==> config.mk <==
export PLATFORM = sky130hd
export DESIGN_NAME = acs_spi_ctl
export DESIGN_NICKNAME = d
export VERILOG_FILES = /design/src/logic/acs_pkg.sv /design/src/logic/acs_cfg_mem.sv /design/src/logic/acs_spi_ctl.sv
export VERILOG_INCLUDE_DIRS = /design/src /design/src/logic
export SDC_FILE = /design/constraint.sdc
export NUM_CORES = 1
export LEC_CHECK = 0
export BUFFER_PORTS_ARGS = -buffer_cell sky130_fd_sc_hd__buf_4
export CAP_MARGIN = 20
export CORE_MARGIN = 2
export CORE_UTILIZATION = 52
export CTS_CLUSTER_SIZE = 25
export DETAILED_ROUTE_END_ITERATION = 8
export PLACE_DENSITY = 0.7
export SLEW_MARGIN = 30
export SYNTH_ARGS = -nofsm -noshare
export SYNTH_HDL_FRONTEND = slang
export SYNTH_SLANG_ARGS = --single-unit
export TNS_END_PERCENT = 100
==> constraint.sdc <==
create_clock -name clk -period 7.55 [get_ports clk]
set_input_delay 0 -clock clk [delete_from_list [all_inputs] [get_ports clk]]
set_output_delay 0 -clock clk [all_outputs]
set_load 0.05 [all_outputs]
==> src/logic/acs_regs.svh <==
`ifndef ACS_REGS_SVH
`define ACS_REGS_SVH
// ==========================================
// Configuration space
`define ACS_MEM_DEPTH 18
`define ACS_CFG_LAST 15'h0011
`define ACS_RST_VAL 8'h00
`define ACS_REG_CFG_A 5'h00
`define ACS_REG_CFG_B 5'h01
`define ACS_REG_CFG_C 5'h10
// ==========================================
// Field positions
`define ACS_A_SRST_BIT 7
`define ACS_A_ASCEND_BIT 5
`define ACS_A_SRST_MIRROR_BIT 0
`define ACS_B_SINGLE_BIT 7
`define ACS_B_SHORT_BIT 3
`define ACS_B_SDO_OFF_BIT 0
`define ACS_C_STRICT_BIT 5
`define ACS_C_STATUS_BIT 4
`define ACS_C_CRC_ON_BIT 1
`define ACS_C_CRC_INV_BIT 0
// ==========================================
// Multibyte entity and link framing
`define ACS_MB_LO 15'h000c
`define ACS_MB_HI 15'h000d
`define ACS_LONG_INSTR_BITS 5'h10
`define ACS_SHORT_INSTR_BITS 5'h08
`define ACS_BYTE_BITS 5'h08
`define ACS_CRC_POLY 8'h07
`define ACS_CRC_SEED 8'ha5
`endif

==> src/logic/acs_pkg.sv <==
`default_nettype none
package acs_pkg;
   // ==========================================
   // Controller states
   typedef enum logic [2:0] {
      ST_IDLE,
      ST_INSTR,
      ST_DATA,
      ST_CRC,
      ST_DROP
   } acs_state_t;

   // ==========================================
   // Controller register set
   typedef struct packed {
      acs_state_t st;
      logic [1:0] cs_s;
      logic [2:0] ck_s;
      logic [1:0] di_s;
      logic [15:0] shin;
      logic [4:0] cnt;
      logic rd;
      logic [14:0] addr;
      logic [7:0] shout;
      logic [7:0] hold;
      logic sdo;
      logic [1:0] ent_left;
      logic fault;
      logic wr_en;
      logic [14:0] wr_addr;
      logic [7:0] wr_data;
      logic srst;
   } acs_ctl_t;
endpackage : acs_pkg
`default_nettype wire

==> src/logic/acs_cfg_mem.sv <==
`timescale 1ns/1ns
`default_nettype none
`include "acs_regs.svh"
module acs_cfg_mem #(
   parameter int DEPTH = `ACS_MEM_DEPTH
) (
   // Clock and reset
   input wire logic clk,
   input wire logic resetn,
   input wire logic ce,
   // Write port
   input wire logic wr_en,
   input wire logic [14:0] wr_addr,
   input wire logic [7:0] wr_data,
   input wire logic soft_clr,
   // Read port
   input wire logic [14:0] rd_addr,
   output logic [7:0] rd_data,
   // Option bytes
   output logic [7:0] cfg_a,
   output logic [7:0] cfg_b,
   output logic [7:0] cfg_c
);
   typedef struct packed {
      logic [DEPTH-1:0][7:0] mem;
      logic [7:0] rd;
   } acs_mem_state_t;

   acs_mem_state_t s_reg;
   acs_mem_state_t s_next;

   always_comb begin
      s_next = s_reg;
      if (wr_en && (wr_addr < 15'(DEPTH))) begin
         s_next.mem[wr_addr[4:0]] = wr_data;
      end
      // Soft reset keeps the address direction
      if (soft_clr) begin
         s_next.mem = '0;
         s_next.mem[`ACS_REG_CFG_A][`ACS_A_ASCEND_BIT] =
            s_reg.mem[`ACS_REG_CFG_A][`ACS_A_ASCEND_BIT];
      end
      s_next.rd = (rd_addr < 15'(DEPTH)) ? s_reg.mem[rd_addr[4:0]] : `ACS_RST_VAL;
   end

   always_ff @(posedge clk or negedge resetn) begin
      if (!resetn) begin
         s_reg <= '0;
      end else if (ce) begin
         s_reg <= s_next;
      end
   end

   assign rd_data = s_reg.rd;
   assign cfg_a = s_reg.mem[`ACS_REG_CFG_A];
   assign cfg_b = s_reg.mem[`ACS_REG_CFG_B];
   assign cfg_c = s_reg.mem[`ACS_REG_CFG_C];
endmodule : acs_cfg_mem
`default_nettype wire

==> src/logic/acs_spi_ctl.sv <==
`timescale 1ns/1ns
`default_nettype none
`include "acs_regs.svh"
// Operation
// RL1 - Instruction then data bytes, all inside one chip-select assertion.
// RL2 - Four-wire full-duplex port: select, clock, data in, data out.
// RL3 - Power-up or soft reset enables data out on general pin zero.
// RL4 - Clock idles high; outputs change on fall, sampled on rise.
// RL5 - Interface options live in configuration addresses 0x00 to 0x11.
// RL6 - Soft reset restores defaults except address direction; FIFO untouched.
// RL7 - Host issues soft reset only while the converter is idle.
// RL8 - Address counter decrements by default, increments when ascending is set.
// RL9 - Short addressing shrinks the address field from fifteen to seven bits.
// RL10 - Per-access instruction mode needs a new instruction per entity.
// RL11 - Strict access treats multibyte registers whole; partial access flags fault.
// RL12 - With check code enabled, each byte carries a check byte both ways; only data bytes carry one here, instruction bytes none.
// RL13 - Status option shifts status out during the instruction phase.
// RL14 - Instruction opens with read-high or write-low bit, then address.
// RL15 - Read data leaves most significant bit first on falling edges.
// RL16 - Streaming by default: contiguous bytes, address stepped per byte.
// RL17 - Strict entities start at high byte descending, low byte ascending.
// RL18 - Partial byte at select release is discarded; await a new instruction.
module acs_spi_ctl (
   // Clock and reset
   input wire logic clk,
   input wire logic resetn,
   input wire logic ce,
   // Serial link
   input wire logic cs_n,
   input wire logic sclk,
   input wire logic sdi,
   output logic general_pin_zero_out,
   output logic general_pin_zero_oe,
   // Status source
   input wire logic [7:0] status_word,
   // Option and state outputs
   output logic addr_ascend,
   output logic short_addr,
   output logic per_access_instruction_mode,
   output logic strict_access,
   output logic crc_active,
   output logic status_send,
   output logic strict_fault,
   output logic soft_reset_pulse,
   output logic frame_busy
);
   acs_pkg::acs_ctl_t s_reg;
   acs_pkg::acs_ctl_t s_next;
   logic [7:0] rd_data;
   logic [7:0] cfg_a;
   logic [7:0] cfg_b;
   logic [7:0] cfg_c;
   logic rise;
   logic fall;
   logic cs_act;
   logic [7:0] rx_byte;
   logic [14:0] addr_step;
   logic [7:0] hold_crc;

   // ==========================================
   // Helpers
   function automatic logic [7:0] crc8(input logic [7:0] data);
      logic [7:0] c;
      c = `ACS_CRC_SEED ^ data;
      for (int i = 0; i < 8; i++) begin
         c = c[7] ? ((c << 1) ^ `ACS_CRC_POLY) : (c << 1);
      end
      return c;
   endfunction : crc8

   function automatic logic [14:0] step(input logic [14:0] a, input logic up);
      return up ? 15'(a + 15'h0001) : 15'(a - 15'h0001);
   endfunction : step

   // ==========================================
   // Options
   assign addr_ascend = cfg_a[`ACS_A_ASCEND_BIT];
   assign short_addr = cfg_b[`ACS_B_SHORT_BIT];
   assign per_access_instruction_mode = cfg_b[`ACS_B_SINGLE_BIT];
   assign strict_access = cfg_c[`ACS_C_STRICT_BIT];
   assign crc_active = cfg_c[`ACS_C_CRC_ON_BIT] & ~cfg_c[`ACS_C_CRC_INV_BIT];
   assign status_send = cfg_c[`ACS_C_STATUS_BIT];

   // Second sync stage against a third copy finds the edges
   assign rise = s_reg.ck_s[1] & ~s_reg.ck_s[2];
   assign fall = ~s_reg.ck_s[1] & s_reg.ck_s[2];
   assign cs_act = ~s_reg.cs_s[1];
   assign rx_byte = {s_reg.shin[6:0], s_reg.di_s[1]};
   assign addr_step = step(s_reg.addr, addr_ascend);
   assign hold_crc = crc8(s_reg.hold);

   // ==========================================
   // Controller
   always_comb begin
      logic last;
      logic done;
      logic commit;
      last = 1'b0;
      done = 1'b0;
      commit = 1'b0;
      s_next = s_reg;
      s_next.wr_en = 1'b0;
      s_next.srst = 1'b0;
      s_next.cs_s = {s_reg.cs_s[0], cs_n};
      s_next.ck_s = {s_reg.ck_s[1:0], sclk};
      s_next.di_s = {s_reg.di_s[0], sdi};
      if (!cs_act) begin
         if (s_reg.st != acs_pkg::ST_IDLE && s_reg.ent_left != 2'd0) begin
            s_next.fault = 1'b1; // [RL11]
         end
         s_next.st = acs_pkg::ST_IDLE; // [RL1] [RL18]
         s_next.cnt = '0;
         s_next.ent_left = '0;
         s_next.sdo = 1'b0;
      end else begin
         if (rise) begin
            s_next.shin = {s_reg.shin[14:0], s_reg.di_s[1]}; // [RL4]
            s_next.cnt = 5'(s_reg.cnt + 5'd1);
            last = (s_reg.cnt == 5'(`ACS_BYTE_BITS - 5'd1));
         end
         case (s_reg.st)
            acs_pkg::ST_IDLE: begin
               s_next.st = acs_pkg::ST_INSTR;
               s_next.cnt = '0;
               s_next.shout = status_send ? status_word : 8'h00; // [RL13]
            end
            acs_pkg::ST_INSTR: begin
               if (fall) begin
                  s_next.sdo = s_reg.shout[7]; // [RL13]
                  s_next.shout = {s_reg.shout[6:0], 1'b0};
               end
               if (rise && s_reg.cnt == 5'((short_addr ? `ACS_SHORT_INSTR_BITS
                     : `ACS_LONG_INSTR_BITS) - 5'd1)) begin // [RL9]
                  s_next.rd = short_addr ? s_reg.shin[6] : s_reg.shin[14]; // [RL14]
                  s_next.addr = short_addr ? {8'h00, rx_byte[6:0]}
                     : {s_reg.shin[13:0], s_reg.di_s[1]};
                  s_next.st = acs_pkg::ST_DATA;
                  s_next.cnt = '0;
               end
            end
            acs_pkg::ST_DATA: begin
               if (fall) begin
                  if (s_reg.rd && s_reg.cnt == 5'd0) begin
                     s_next.sdo = rd_data[7]; // [RL15]
                     s_next.shout = {rd_data[6:0], 1'b0};
                     s_next.hold = rd_data;
                  end else begin
                     s_next.sdo = s_reg.rd & s_reg.shout[7];
                     s_next.shout = {s_reg.shout[6:0], 1'b0};
                  end
               end
               if (last) begin
                  s_next.cnt = '0;
                  if (!s_reg.rd) begin
                     s_next.hold = rx_byte;
                  end
                  if (crc_active) begin
                     s_next.st = acs_pkg::ST_CRC; // [RL12]
                  end else begin
                     done = 1'b1;
                     commit = !s_reg.rd;
                  end
               end
            end
            acs_pkg::ST_CRC: begin
               if (fall) begin
                  if (s_reg.rd && s_reg.cnt == 5'd0) begin
                     s_next.sdo = hold_crc[7]; // [RL12]
                     s_next.shout = {hold_crc[6:0], 1'b0};
                  end else begin
                     s_next.sdo = s_reg.rd & s_reg.shout[7];
                     s_next.shout = {s_reg.shout[6:0], 1'b0};
                  end
               end
               if (last) begin
                  s_next.cnt = '0;
                  if (!s_reg.rd && rx_byte != crc8(s_reg.hold)) begin
                     s_next.st = acs_pkg::ST_DROP; // [RL12]
                  end else begin
                     s_next.st = acs_pkg::ST_DATA;
                     done = 1'b1;
                     commit = !s_reg.rd;
                  end
               end
            end
            acs_pkg::ST_DROP: begin
               s_next.sdo = 1'b0;
            end
            default: begin
               s_next.st = acs_pkg::ST_IDLE;
            end
         endcase
         if (commit) begin
            s_next.wr_en = 1'b1; // [RL16]
            s_next.wr_addr = s_reg.addr;
            s_next.wr_data = crc_active ? s_reg.hold : rx_byte;
            if (s_reg.addr == 15'(`ACS_REG_CFG_A)
                  && (s_next.wr_data[`ACS_A_SRST_BIT]
                  || s_next.wr_data[`ACS_A_SRST_MIRROR_BIT])) begin
               s_next.srst = 1'b1; // [RL6]
               s_next.fault = 1'b0;
            end
         end
         if (done) begin
            s_next.addr = addr_step; // [RL8] [RL16]
            if (s_reg.ent_left != 2'd0) begin
               s_next.ent_left = 2'(s_reg.ent_left - 2'd1);
            end else if (strict_access && (s_reg.addr == `ACS_MB_LO
                  || s_reg.addr == `ACS_MB_HI)) begin
               s_next.ent_left = 2'd1; // [RL11]
               if (s_reg.addr != (addr_ascend ? `ACS_MB_LO : `ACS_MB_HI)) begin
                  s_next.fault = 1'b1; // [RL17]
               end
            end
            if (per_access_instruction_mode && s_next.ent_left == 2'd0) begin
               s_next.st = acs_pkg::ST_INSTR; // [RL10]
               s_next.shout = status_send ? status_word : 8'h00;
            end
         end
      end
   end

   always_ff @(posedge clk or negedge resetn) begin
      if (!resetn) begin
         s_reg <= '{st: acs_pkg::ST_IDLE, cs_s: 2'b11, ck_s: 3'b111, default: '0};
      end else if (ce) begin
         s_reg <= s_next;
      end
   end

   // ==========================================
   // Configuration space, options at 0x00..0x11
   acs_cfg_mem u_mem (
      .clk(clk),
      .resetn(resetn),
      .ce(ce),
      .wr_en(s_reg.wr_en), // [RL5]
      .wr_addr(s_reg.wr_addr),
      .wr_data(s_reg.wr_data),
      .soft_clr(s_reg.srst), // [RL6]
      .rd_addr(s_reg.addr),
      .rd_data(rd_data),
      .cfg_a(cfg_a),
      .cfg_b(cfg_b),
      .cfg_c(cfg_c)
   );

   // Pin stays released between frames so it can be shared
   assign general_pin_zero_out = s_reg.sdo; // [RL2]
   assign general_pin_zero_oe = cs_act & ~cfg_b[`ACS_B_SDO_OFF_BIT]; // [RL3]
   assign strict_fault = s_reg.fault;
   assign soft_reset_pulse = s_reg.srst;
   assign frame_busy = cs_act;
endmodule : acs_spi_ctl
`default_nettype wire

### Yosys cells after proc, flatten, opt, wreduce, memory -nomap -nowiden

Cells that the tools add are included.

| cells by class | value |
|---|---|
| bitwise gates (word level) | 20 |
| muxes and demuxes | 81 |
| add/sub/neg operators | 5 |
| reductions and logical operators | 35 |
| equality and inequality tests | 14 |
| order comparisons | 5 |

Operator list:

| cell | number |
|---|---|
| two-way mux 144 bit | 2 |
| bitwise mux 144 bit | 1 |
| two-way mux 8 bit | 13 |
| two-way mux 3 bit | 18 |
| two-way mux 15 bit | 3 |
| binary-select mux 8 bit (select 5 bit) | 1 |
| demux 8 bit (select 5 bit) | 1 |
| case mux 8 bit (4 select lines) | 1 |
| equality test 15 x 4 -> 1 bit, second input constant | 2 |
| < comparator 15 x 5 -> 1 bit, second input constant | 2 |
| two-way mux 26 bit | 1 |
| two-way mux 25 bit | 1 |
| inverter 3 bit | 8 |
| two-way mux 1 bit | 23 |
| two-way mux 23 bit | 1 |
| two-way mux 21 bit | 1 |
| two-way mux 5 bit | 4 |
| two-way mux 17 bit | 1 |
| adder 15 x 1 -> 15 bit, second input constant | 1 |
| logical NOT 15 bit | 1 |
| != test 15 x 4 -> 1 bit | 1 |
| case mux 3 bit (5 select lines) | 1 |
| case mux 5 bit (3 select lines) | 1 |
| subtractor 15 x 1 -> 15 bit, second input constant | 1 |
| 34 further kinds | 70 |

| word-level totals | value |
|---|---|
| word-level logic and storage cells | 197 |
| output and inout port bits | 11 |
| input bits | 14 |
| register bits after elaboration | 243 |

### Longest topological paths before layout

Gate-level depths: netlist of run 1.

| logic depth | value |
|---|---|
| depth after elaboration | 34 |
| mapped depth | 9 |
| gate-level depth less buffers | 9 |

### By module

A second synthesis of run 1 with hierarchy kept.

| second synthesis, totals | value |
|---|---|
| cells, all modules | 1153 |
| area total of the unflattened synthesis | 12872.3 um^2 |

By module, submodules not included:

| module | instances | cells each | seq. area each (um^2) | area an instance (um^2) |
|---|---|---|---|---|
| acs_cfg_mem | 1 | 586 | 3803.6 | 7378.3 |
| acs_spi_ctl | 1 | 567 | 2283.4 | 5494.0 |

### Worst setup path after synthesis of run 1

No wires, ideal clock.

| timing path | value |
|---|---|
| path type | reg2reg |
| start point | register u_mem.s_reg (netlist bit u_mem.cfg_a[5]) |
| end point | register s_reg[59] (netlist name) |
| buffers on the path | 0 |
| setup time | 0.131 ns |
| stages on the path, launching flop included | 10 |
| period minus slack after synthesis | 3.274 ns |
| slack | 4.276 ns |
| required time | 7.419 ns |
| data arrival time | 3.143 ns |
| cells stage by stage | dfrtp_1 -> inv_1 -> ha_1 -> a21o_1 -> a2111oi_0 -> o211ai_1 -> nand2b_1 -> a21oi_1 -> mux2i_1 -> o211ai_1 |

| on the way | value |
|---|---|
| word-level cells in the longest chain between the ends | 2 |

RTL lines:

| element | line | text |
|---|---|---|
| start: declaration | acs_cfg_mem.sv:29 | `acs_mem_state_t s_reg;` |
| start signal: assignment | acs_cfg_mem.sv:50 | `s_reg <= s_next;` |
| two-way mux 15 bit | acs_spi_ctl.sv:72 | `return up ? 15'(a + 15'h0001) : 15'(a - 15'h0001);` |
| two-way mux 23 bit | acs_spi_ctl.sv:204 | `if (done) begin` |
| end signal: assignment | acs_spi_ctl.sv:227 | `s_reg <= s_next;` |
| end: declaration | acs_spi_ctl.sv:47 | `acs_pkg::acs_ctl_t s_reg;` |

No other way between the ends.
A chain may end at the register's enable or synchronous reset.

### Final worst setup path of run 1

| timing path | value |
|---|---|
| start point | register s_reg[89] (netlist name) |
| end point | register s_reg[53] (netlist name) |

| on the way | value |
|---|---|
| word-level cells in the longest chain between the ends | 5 |
| elaborated cells between the ends (all ways) | 9 |
| those cells by class | eq/ne: 3; mux: 3; reduce/logical: 3 |

RTL lines:

| element | line | text |
|---|---|---|
| equality test 3 x 2 -> 1 bit | acs_spi_ctl.sv:121 | `case (s_reg.st)` |
| case mux 1 bit (2 select lines) | acs_spi_ctl.sv:121 |  |
| two-way mux 1 bit | acs_spi_ctl.sv:107 | `if (!cs_act) begin` |
| nonzero test 2 bit (no source line) | - |  |
| AND reduction 4 bit (no source line) | - |  |

Parallel ways exist; a longest one is shown, timed or not. The select of a mux whose other input is x is not followed.

==> metrics.txt, run 1 <==
synth top area cells=dfrtp_1 47%, a22o_1 10%, mux4_2 7.2%; Pwr Density=220 nW/um^2; Largest stage delay, worst path=840 ps; Tmin final=3490 ps; # port buffers=24; Synth Flop Type=dfrtp_1; max reg flops=120; I/O pin cnt=25; Initial Util=53.3%; vias=9390; post-DR vias/cell=6.49; crit start category=flip-flop; Data required, critical path=7970 ps; FP Rows=56; gr usage total=26.7%; Die H=159 um; Critical Path AT=3910 ps; top achievable clock speed=287 MHz; DIE AREA=25400 sq um; fraction of layout cells with a size suffix above 1=16.6%; Worst Setup End Kind=flip-flop; Ys Warns=0; worst slew pin tran=986 ps; Worst Path Max Fanout=24; register cell area after layout=6090 sq um; synth unique cells=77; Final Max Tran Viols=0; Core ar.=23500 sq um; GRT Residual Overflow=0; Async S/R FF share, synth=100%; initial antenna violation count=0; Antenna Violating Nets Remaining=0; Tcrit/Tclk final=46.2%; Setup violations, final=0; 1st-pass router iterations=5; Ant. Diodes=0; Clock Skews=12.5 ps; vias in the first global route=9207; crit-path cells=clkinv_1 -> nor4_1 -> nand2_1 -> nand2_2 -> mux2_2; Resized cells post-CTS=0; syn nets=1133; Leakage Power=0.00634 uW; Mean Syn Cell Area=11.4 sq um; list of most frequent post-synthesis cells=238 x dfrtp_1, 145 x a22o_1, 83 x nor2_1, 65 x nand2_1, 52 x a21oi_1; Die X=159 um; top cell type's share of synthesized area=47.5%; Worst-path clk slew=60 ps; number of synthesized flops with an enable pin=0; relative slew slack=33.8%; largest net degree at the start of global routing=188; Final HPWL DP=21.7 mm; Mapped Cells=1103; max_cap viols=0; sequential area share after synthesis=48.5%; total CTS buffers=27; Area Growth Syn to Fin=12.1%; Setup CP Type=reg -> reg; drt wl/cell=23.3 um; Seq cells post-synth=243; unrepaired setup endpoints after global routing=false; clock latency on the worst-skew pair=540 ps; H-tree levels=1; largest area contributor in the netlist=dfrtp_1; Post-DP Area=12900 sq um; Residual DRC=0; fin nets=1138; routed wire length=33.7 mm; RePlAce Congestion=0.874; drt initial violations=996; synthesized cell area=12500 sq um; slowest cell on the critical path=dfrtp_1; count leader, synth=dfrtp_1; CTS root buf=clkbuf_16; Multi-input gate area=6050 sq um; first-pass GRT wire length=53.9 mm; fill cell count=1938; setup TNS=0 ps; count of final hold-check violations=0; CTS tree=done; HP Class=in -> reg; peak supply drop=197 uV; design area=14100 sq um; status=complete, no violations; clock sink count=243; Bufs on Longest Clock Path=3
cell families after synthesis:
family	Yosys count	synth area share (%)
AO/OA/AOI/OAI	341	20.3
AND/OR/NAND/NOR	274	10.6
flip-flops	243	48.5
buffers and inverters	97	3.27
multiplexers	97	12.7
XOR/XNOR	35	2.96
adder cells (fa/ha/maj)	16	1.66
power by group:
| part | leakage (uW) | switching (uW) | total [uW] | internal [uW] |
|---|---|---|---|---|
| logic | 0.00253 | 145 | 255 | 110 |
| clock network | 0.000466 | 542 | 1400 | 862 |
| registers | 0.00335 | 77.7 | 1430 | 1350 |
| total | 0.00634 | 765 | 3090 | 2320 |
critical path, delay by kind of cell, from the launching register on:
kind | cells | cell delay, ps
multiplexers | 1 | 370
buffers and inverters | 1 | 470
flip-flops | 1 | 840
AND/OR/NAND/NOR | 3 | 1690
metrics by stage:
step | util, % | instances | hold slack [ps] | total power, uW | setup slack, ps
floorplan | - | 1103 | -296 | 1600 | 4280
global placement | 54.6 | 1377 | -41.0 | 1690 | 4130
detailed placement | 54.7 | 1378 | -40.1 | 1690 | 4150
CTS | 59.5 | 1445 | 305 | 3100 | 4130
global route | 59.7 | 1447 | 326 | 3200 | 3850
finish | 59.7 | 1447 | 311 | 3090 | 4060
layer usage:
metal	part of all wire [%]	GRT usage, %
met5	0	0
met4	2.9	7.56
met3	7.4	4.25
met2	46	41.8
met1	44	39.1
repair_timing:
item,CTS,global route
hold buffers,18,0
endpoints found under the hold margin,83,0
setup buffers,0,0
endpoints found under the setup margin,0,0
layout by cell type (no fill, tap or decap), types with 4 or more instances in the layout:
cell           netlist  final
a31oi_1              9      9
a21o_1               6      6
dlygate4sd3_1        0     18
clkbuf_8             0      7
nor2_1              83     83
buf_4                3     27
xor2_1               9      9
inv_1               22     22
nor3_1              29     29
mux2_4              17     17
mux2_2              28     28
xnor2_1             20     20
nand2_1             65     65
mux2i_1             12     12
nand3_1             27     27
o22ai_1             21     21
nand2b_1            12     12
a21oi_1             52     51
or3_1                9      9
ha_1                15     15
bufinv_16            0      4
a22o_1             145    145
clkbuf_1            45      5
o2bb2ai_1            7      7
nor2b_1              5      5
or4_1                9      9
o211ai_1             8      8
mux4_2              40     40
and3_1               6      6
clkbuf_16            0     27
a211oi_1            11     11
nand4_1              6      6
dfstp_2              5      5
dfrtp_1            238    237
o21a_1              11     11
o21ai_1             20     20
o21ai_0             20     20
area by class of cell:
| class | count | share of cell area, % |
|---|---|---|
| clock buffers | 39 | 5.63 |
| well taps | 319 | 2.84 |
| multi-input cells | 763 | 43.0 |
| flip-flops and latches | 243 | 43.3 |
| repair buffers | 50 | 3.42 |
| inverters | 23 | 0.614 |
| clock inverters | 10 | 1.14 |
final timing paths:
| path | startpoint | endpoint | slack [ps] | depth (start not counted) |
|---|---|---|---|---|
| min | status_word[5] | s_reg[42]$_DFFE_PN0P_ | 310 | 4 |
| max | s_reg[89]$_DFFE_PN0P_ | s_reg[53]$_DFFE_PN0P_ | 4060 | 5 |
| max in group asynchronous | resetn | u_mem.s_reg[125]$_DFFE_PN0P_ | 5780 | 5 |
| min in group asynchronous | resetn | s_reg[57]$_DFFE_PN0P_ | 500 | 3 |
| max reg2reg | s_reg[89]$_DFFE_PN0P_ | s_reg[53]$_DFFE_PN0P_ | 4060 | 5 |
| min reg2reg | s_next[88]$_DFFE_PN1P_ | s_reg[88]$_DFFE_PN1P_ | 490 | 2 |
No activity file was read; power rests on OpenSTA's default activity.
==> inputs of run 2 (changes only) <==
==> constraint.sdc (replaced) <==
create_clock -name clk -period 3.55 [get_ports clk]
set_input_delay 0 -clock clk [delete_from_list [all_inputs] [get_ports clk]]
set_output_delay 0 -clock clk [all_outputs]
set_load 0.05 [all_outputs]
==> run 2 against run 1 <==
Compared with the run above: non-clock buffer count rose by 29; power increased by 110%; maximum frequency rose by 18%; register-to-register slack lost 3500 ps; first-iteration DRC count shrank 1.1%; cell area is 1.0% higher; clock power rose by 100%; worst hold slack gained 15 ps; global-route usage rose by 0.31 points; wire length grew 0.59%.
==> metrics.txt, run 2 (same netlist as run 1, synthesis figures left out) <==
Leakage Power=0.00645 uW (+1.8%); total CTS buffers=26 (-3.7%); Setup CP Type=reg -> reg; routed wire length=33.9 mm (+0.59%); first-pass GRT wire length=55.1 mm (+2.3%); Largest stage delay, worst path=450 ps (-390 ps); DIE AREA=25400 sq um (unchanged); status=complete, no violations; setup TNS=0 ps (unchanged); Pwr Density=454 nW/um^2 (+110%); 1st-pass router iterations=5 (unchanged); Initial Util=53.3% (unchanged); H-tree levels=1 (unchanged); relative slew slack=40.0% (+6.2 points); clock sink count=243 (unchanged); Setup WS pre-CTS=664 ps (-3490 ps); Final Max Tran Viols=0 (unchanged); drt initial violations=985 (-1.1%); Bufs on Longest Clock Path=3 (unchanged); met2 usage=42.1% (+0.28 points); post-DR vias/cell=6.49 (about the same); max_cap viols=0 (unchanged); I/O pin cnt=25 (unchanged); CP dominant cell by count=o211ai_1; Core ar.=23500 sq um (unchanged); Worst-path clk slew=60 ps (about the same); worst slew pin tran=900 ps (-85.4 ps); peak supply drop=420 uV (+110%); clock latency on the worst-skew pair=540 ps (about the same); initial antenna violation count=0 (unchanged); CTS tree=done; final cell count without fillers=1474 (+1.9%); Ant. Diodes=0 (unchanged); Cells after DPL=1409 (+2.2%); GRT Residual Overflow=0 (unchanged); CTS root buf=clkbuf_16; Clock Skews=23.8 ps (+11.3 ps); commonest cells after routing, fill and taps aside=237 x dfrtp_1, 145 x a22o_1, 83 x nor2_1; FP Rows=56 (unchanged); RePlAce Congestion=0.942 (+7.8%); fraction of layout cells with a size suffix above 1=18.4% (+1.9 points); Worst Setup End Kind=flip-flop; fin nets=1166 (+2.5%); Area Growth Syn to Fin=13.2%; met3 Track Usage GR=4.19% (-0.052 points); max reg flops=120 (unchanged); gr usage total=27.1% (+0.31 points); vias in the first global route=9684 (+5.2%); drt wl/cell=23.0 um (-1.3%); Antenna Violating Nets Remaining=0 (unchanged); # port buffers=24 (unchanged); slowest cell on the critical path=inv_1; Residual DRC=0 (unchanged); Worst Path Max Fanout=15 (-38%); Tmin final=2960 ps (-525 ps); post-route setup slack=586 ps (-3470 ps); GRT met1 Usage=38.4% (-0.65 points); crit-path cells=inv_1 -> ha_1 -> a21o_1 -> a2111oi_0 -> buf_4 -> o211ai_1 -> nand2b_1 -> a21oi_1 -> mux2i_1 -> o211ai_1; Final HPWL DP=22.4 mm (+3.4%); top achievable clock speed=337 MHz (+18%); Die H=159 um (unchanged); unrepaired setup endpoints after global routing=false; largest net degree at the start of global routing=124 (-34%); Setup violations, final=0 (unchanged); vias=9560 (+1.8%); count of final hold-check violations=0 (unchanged); Die X=159 um (unchanged); Tcrit/Tclk final=83.5% (+37 points); Data required, critical path=3950 ps (-4020 ps); GR peak layer=met2; smallest hold slack=326 ps (+15.4 ps); crit start category=flip-flop; HP Class=in -> reg; Critical Path AT=3370 ps (-540 ps); commonest non-fill, non-tap cell in the layout=dfrtp_1
run 2: cell types whose count changed in the layout (fill, tap and decap cells not counted), sizes merged:
| cell | change |
|---|---|
| inv | -2 |
| dlygate4sd3 | -1 |
| buf | +30 |
| clkinvlp | -1 |
| clkbuf | -4 |
| clkinv | +5 |
run 2: power breakdown:
part	switching [uW]	internal (uW)
Combinational	344	249
Sequential	132	2870
Clock	1130	1720
Total	1610	4840
run 2: final timing paths:
path / start / endpoint / slack, ps / cells past startpoint
max: u_mem.cfg_a[5]$_DFFE_PN0P_ / s_reg[59]$_DFFE_PN0P_ / 590 / 10
min: status_word[2] / s_reg[39]$_DFFE_PN0P_ / 330 / 4
max reg2reg: u_mem.cfg_a[5]$_DFFE_PN0P_ / s_reg[59]$_DFFE_PN0P_ / 590 / 10
min reg2reg: s_next[88]$_DFFE_PN1P_ / s_reg[88]$_DFFE_PN1P_ / 500 / 2
max in group asynchronous: resetn / s_reg[15]$_DFFE_PN0P_ / 1850 / 5
min in group asynchronous: resetn / s_next[83]$_DFFE_PN0P_ / 490 / 3
run 2: worst max-delay path, delay by kind of cell, from the launching register on:
family / cells / cell delay, ps
AO/OA/AOI/OAI: 5 / 1050
adder cells (fa/ha/maj): 1 / 390
buffers and inverters: 2 / 650
flip-flops: 1 / 380
multiplexers: 1 / 210
AND/OR/NAND/NOR: 1 / 160
run 2: metrics by stage:
stage | util (%) | power [uW] | area [sq um]
detailed placement | 55.7 | 3620 | 13100
floorplan | - | 3400 | 12500
global placement | 55.7 | 3610 | 13100
CTS | 60.2 | 6470 | 14200
finish | 60.3 | 6450 | 14200
global route | 60.3 | 6690 | 14200
run 2: final cells by class:
| class | instances | area (sq um) |
|---|---|---|
| tap | 319 | 399 |
| multi-input combinational | 763 | 6050 |
| sequential | 243 | 6090 |
| timing repair buffer | 79 | 688 |
| clock buffer | 35 | 726 |
| inverter | 23 | 86.3 |
| fill | 1917 | 9340 |
| clock inverter | 12 | 168 |
run 2: layer usage:
layer	part of all wire, %	wire [um]	vias to the layer above
met1	43	14700	4831
met4	4.4	1480	0
met5	0	0	-
met3	6.4	2180	80
li1	-	-	4251
met2	46	15500	398
run 2: timing repair:
item / CTS / global route
hold buffers: 16 / 1
endpoints found under the hold margin: 142 / 10
buffers inserted: 0 / 0
resized for setup: 0 / 0
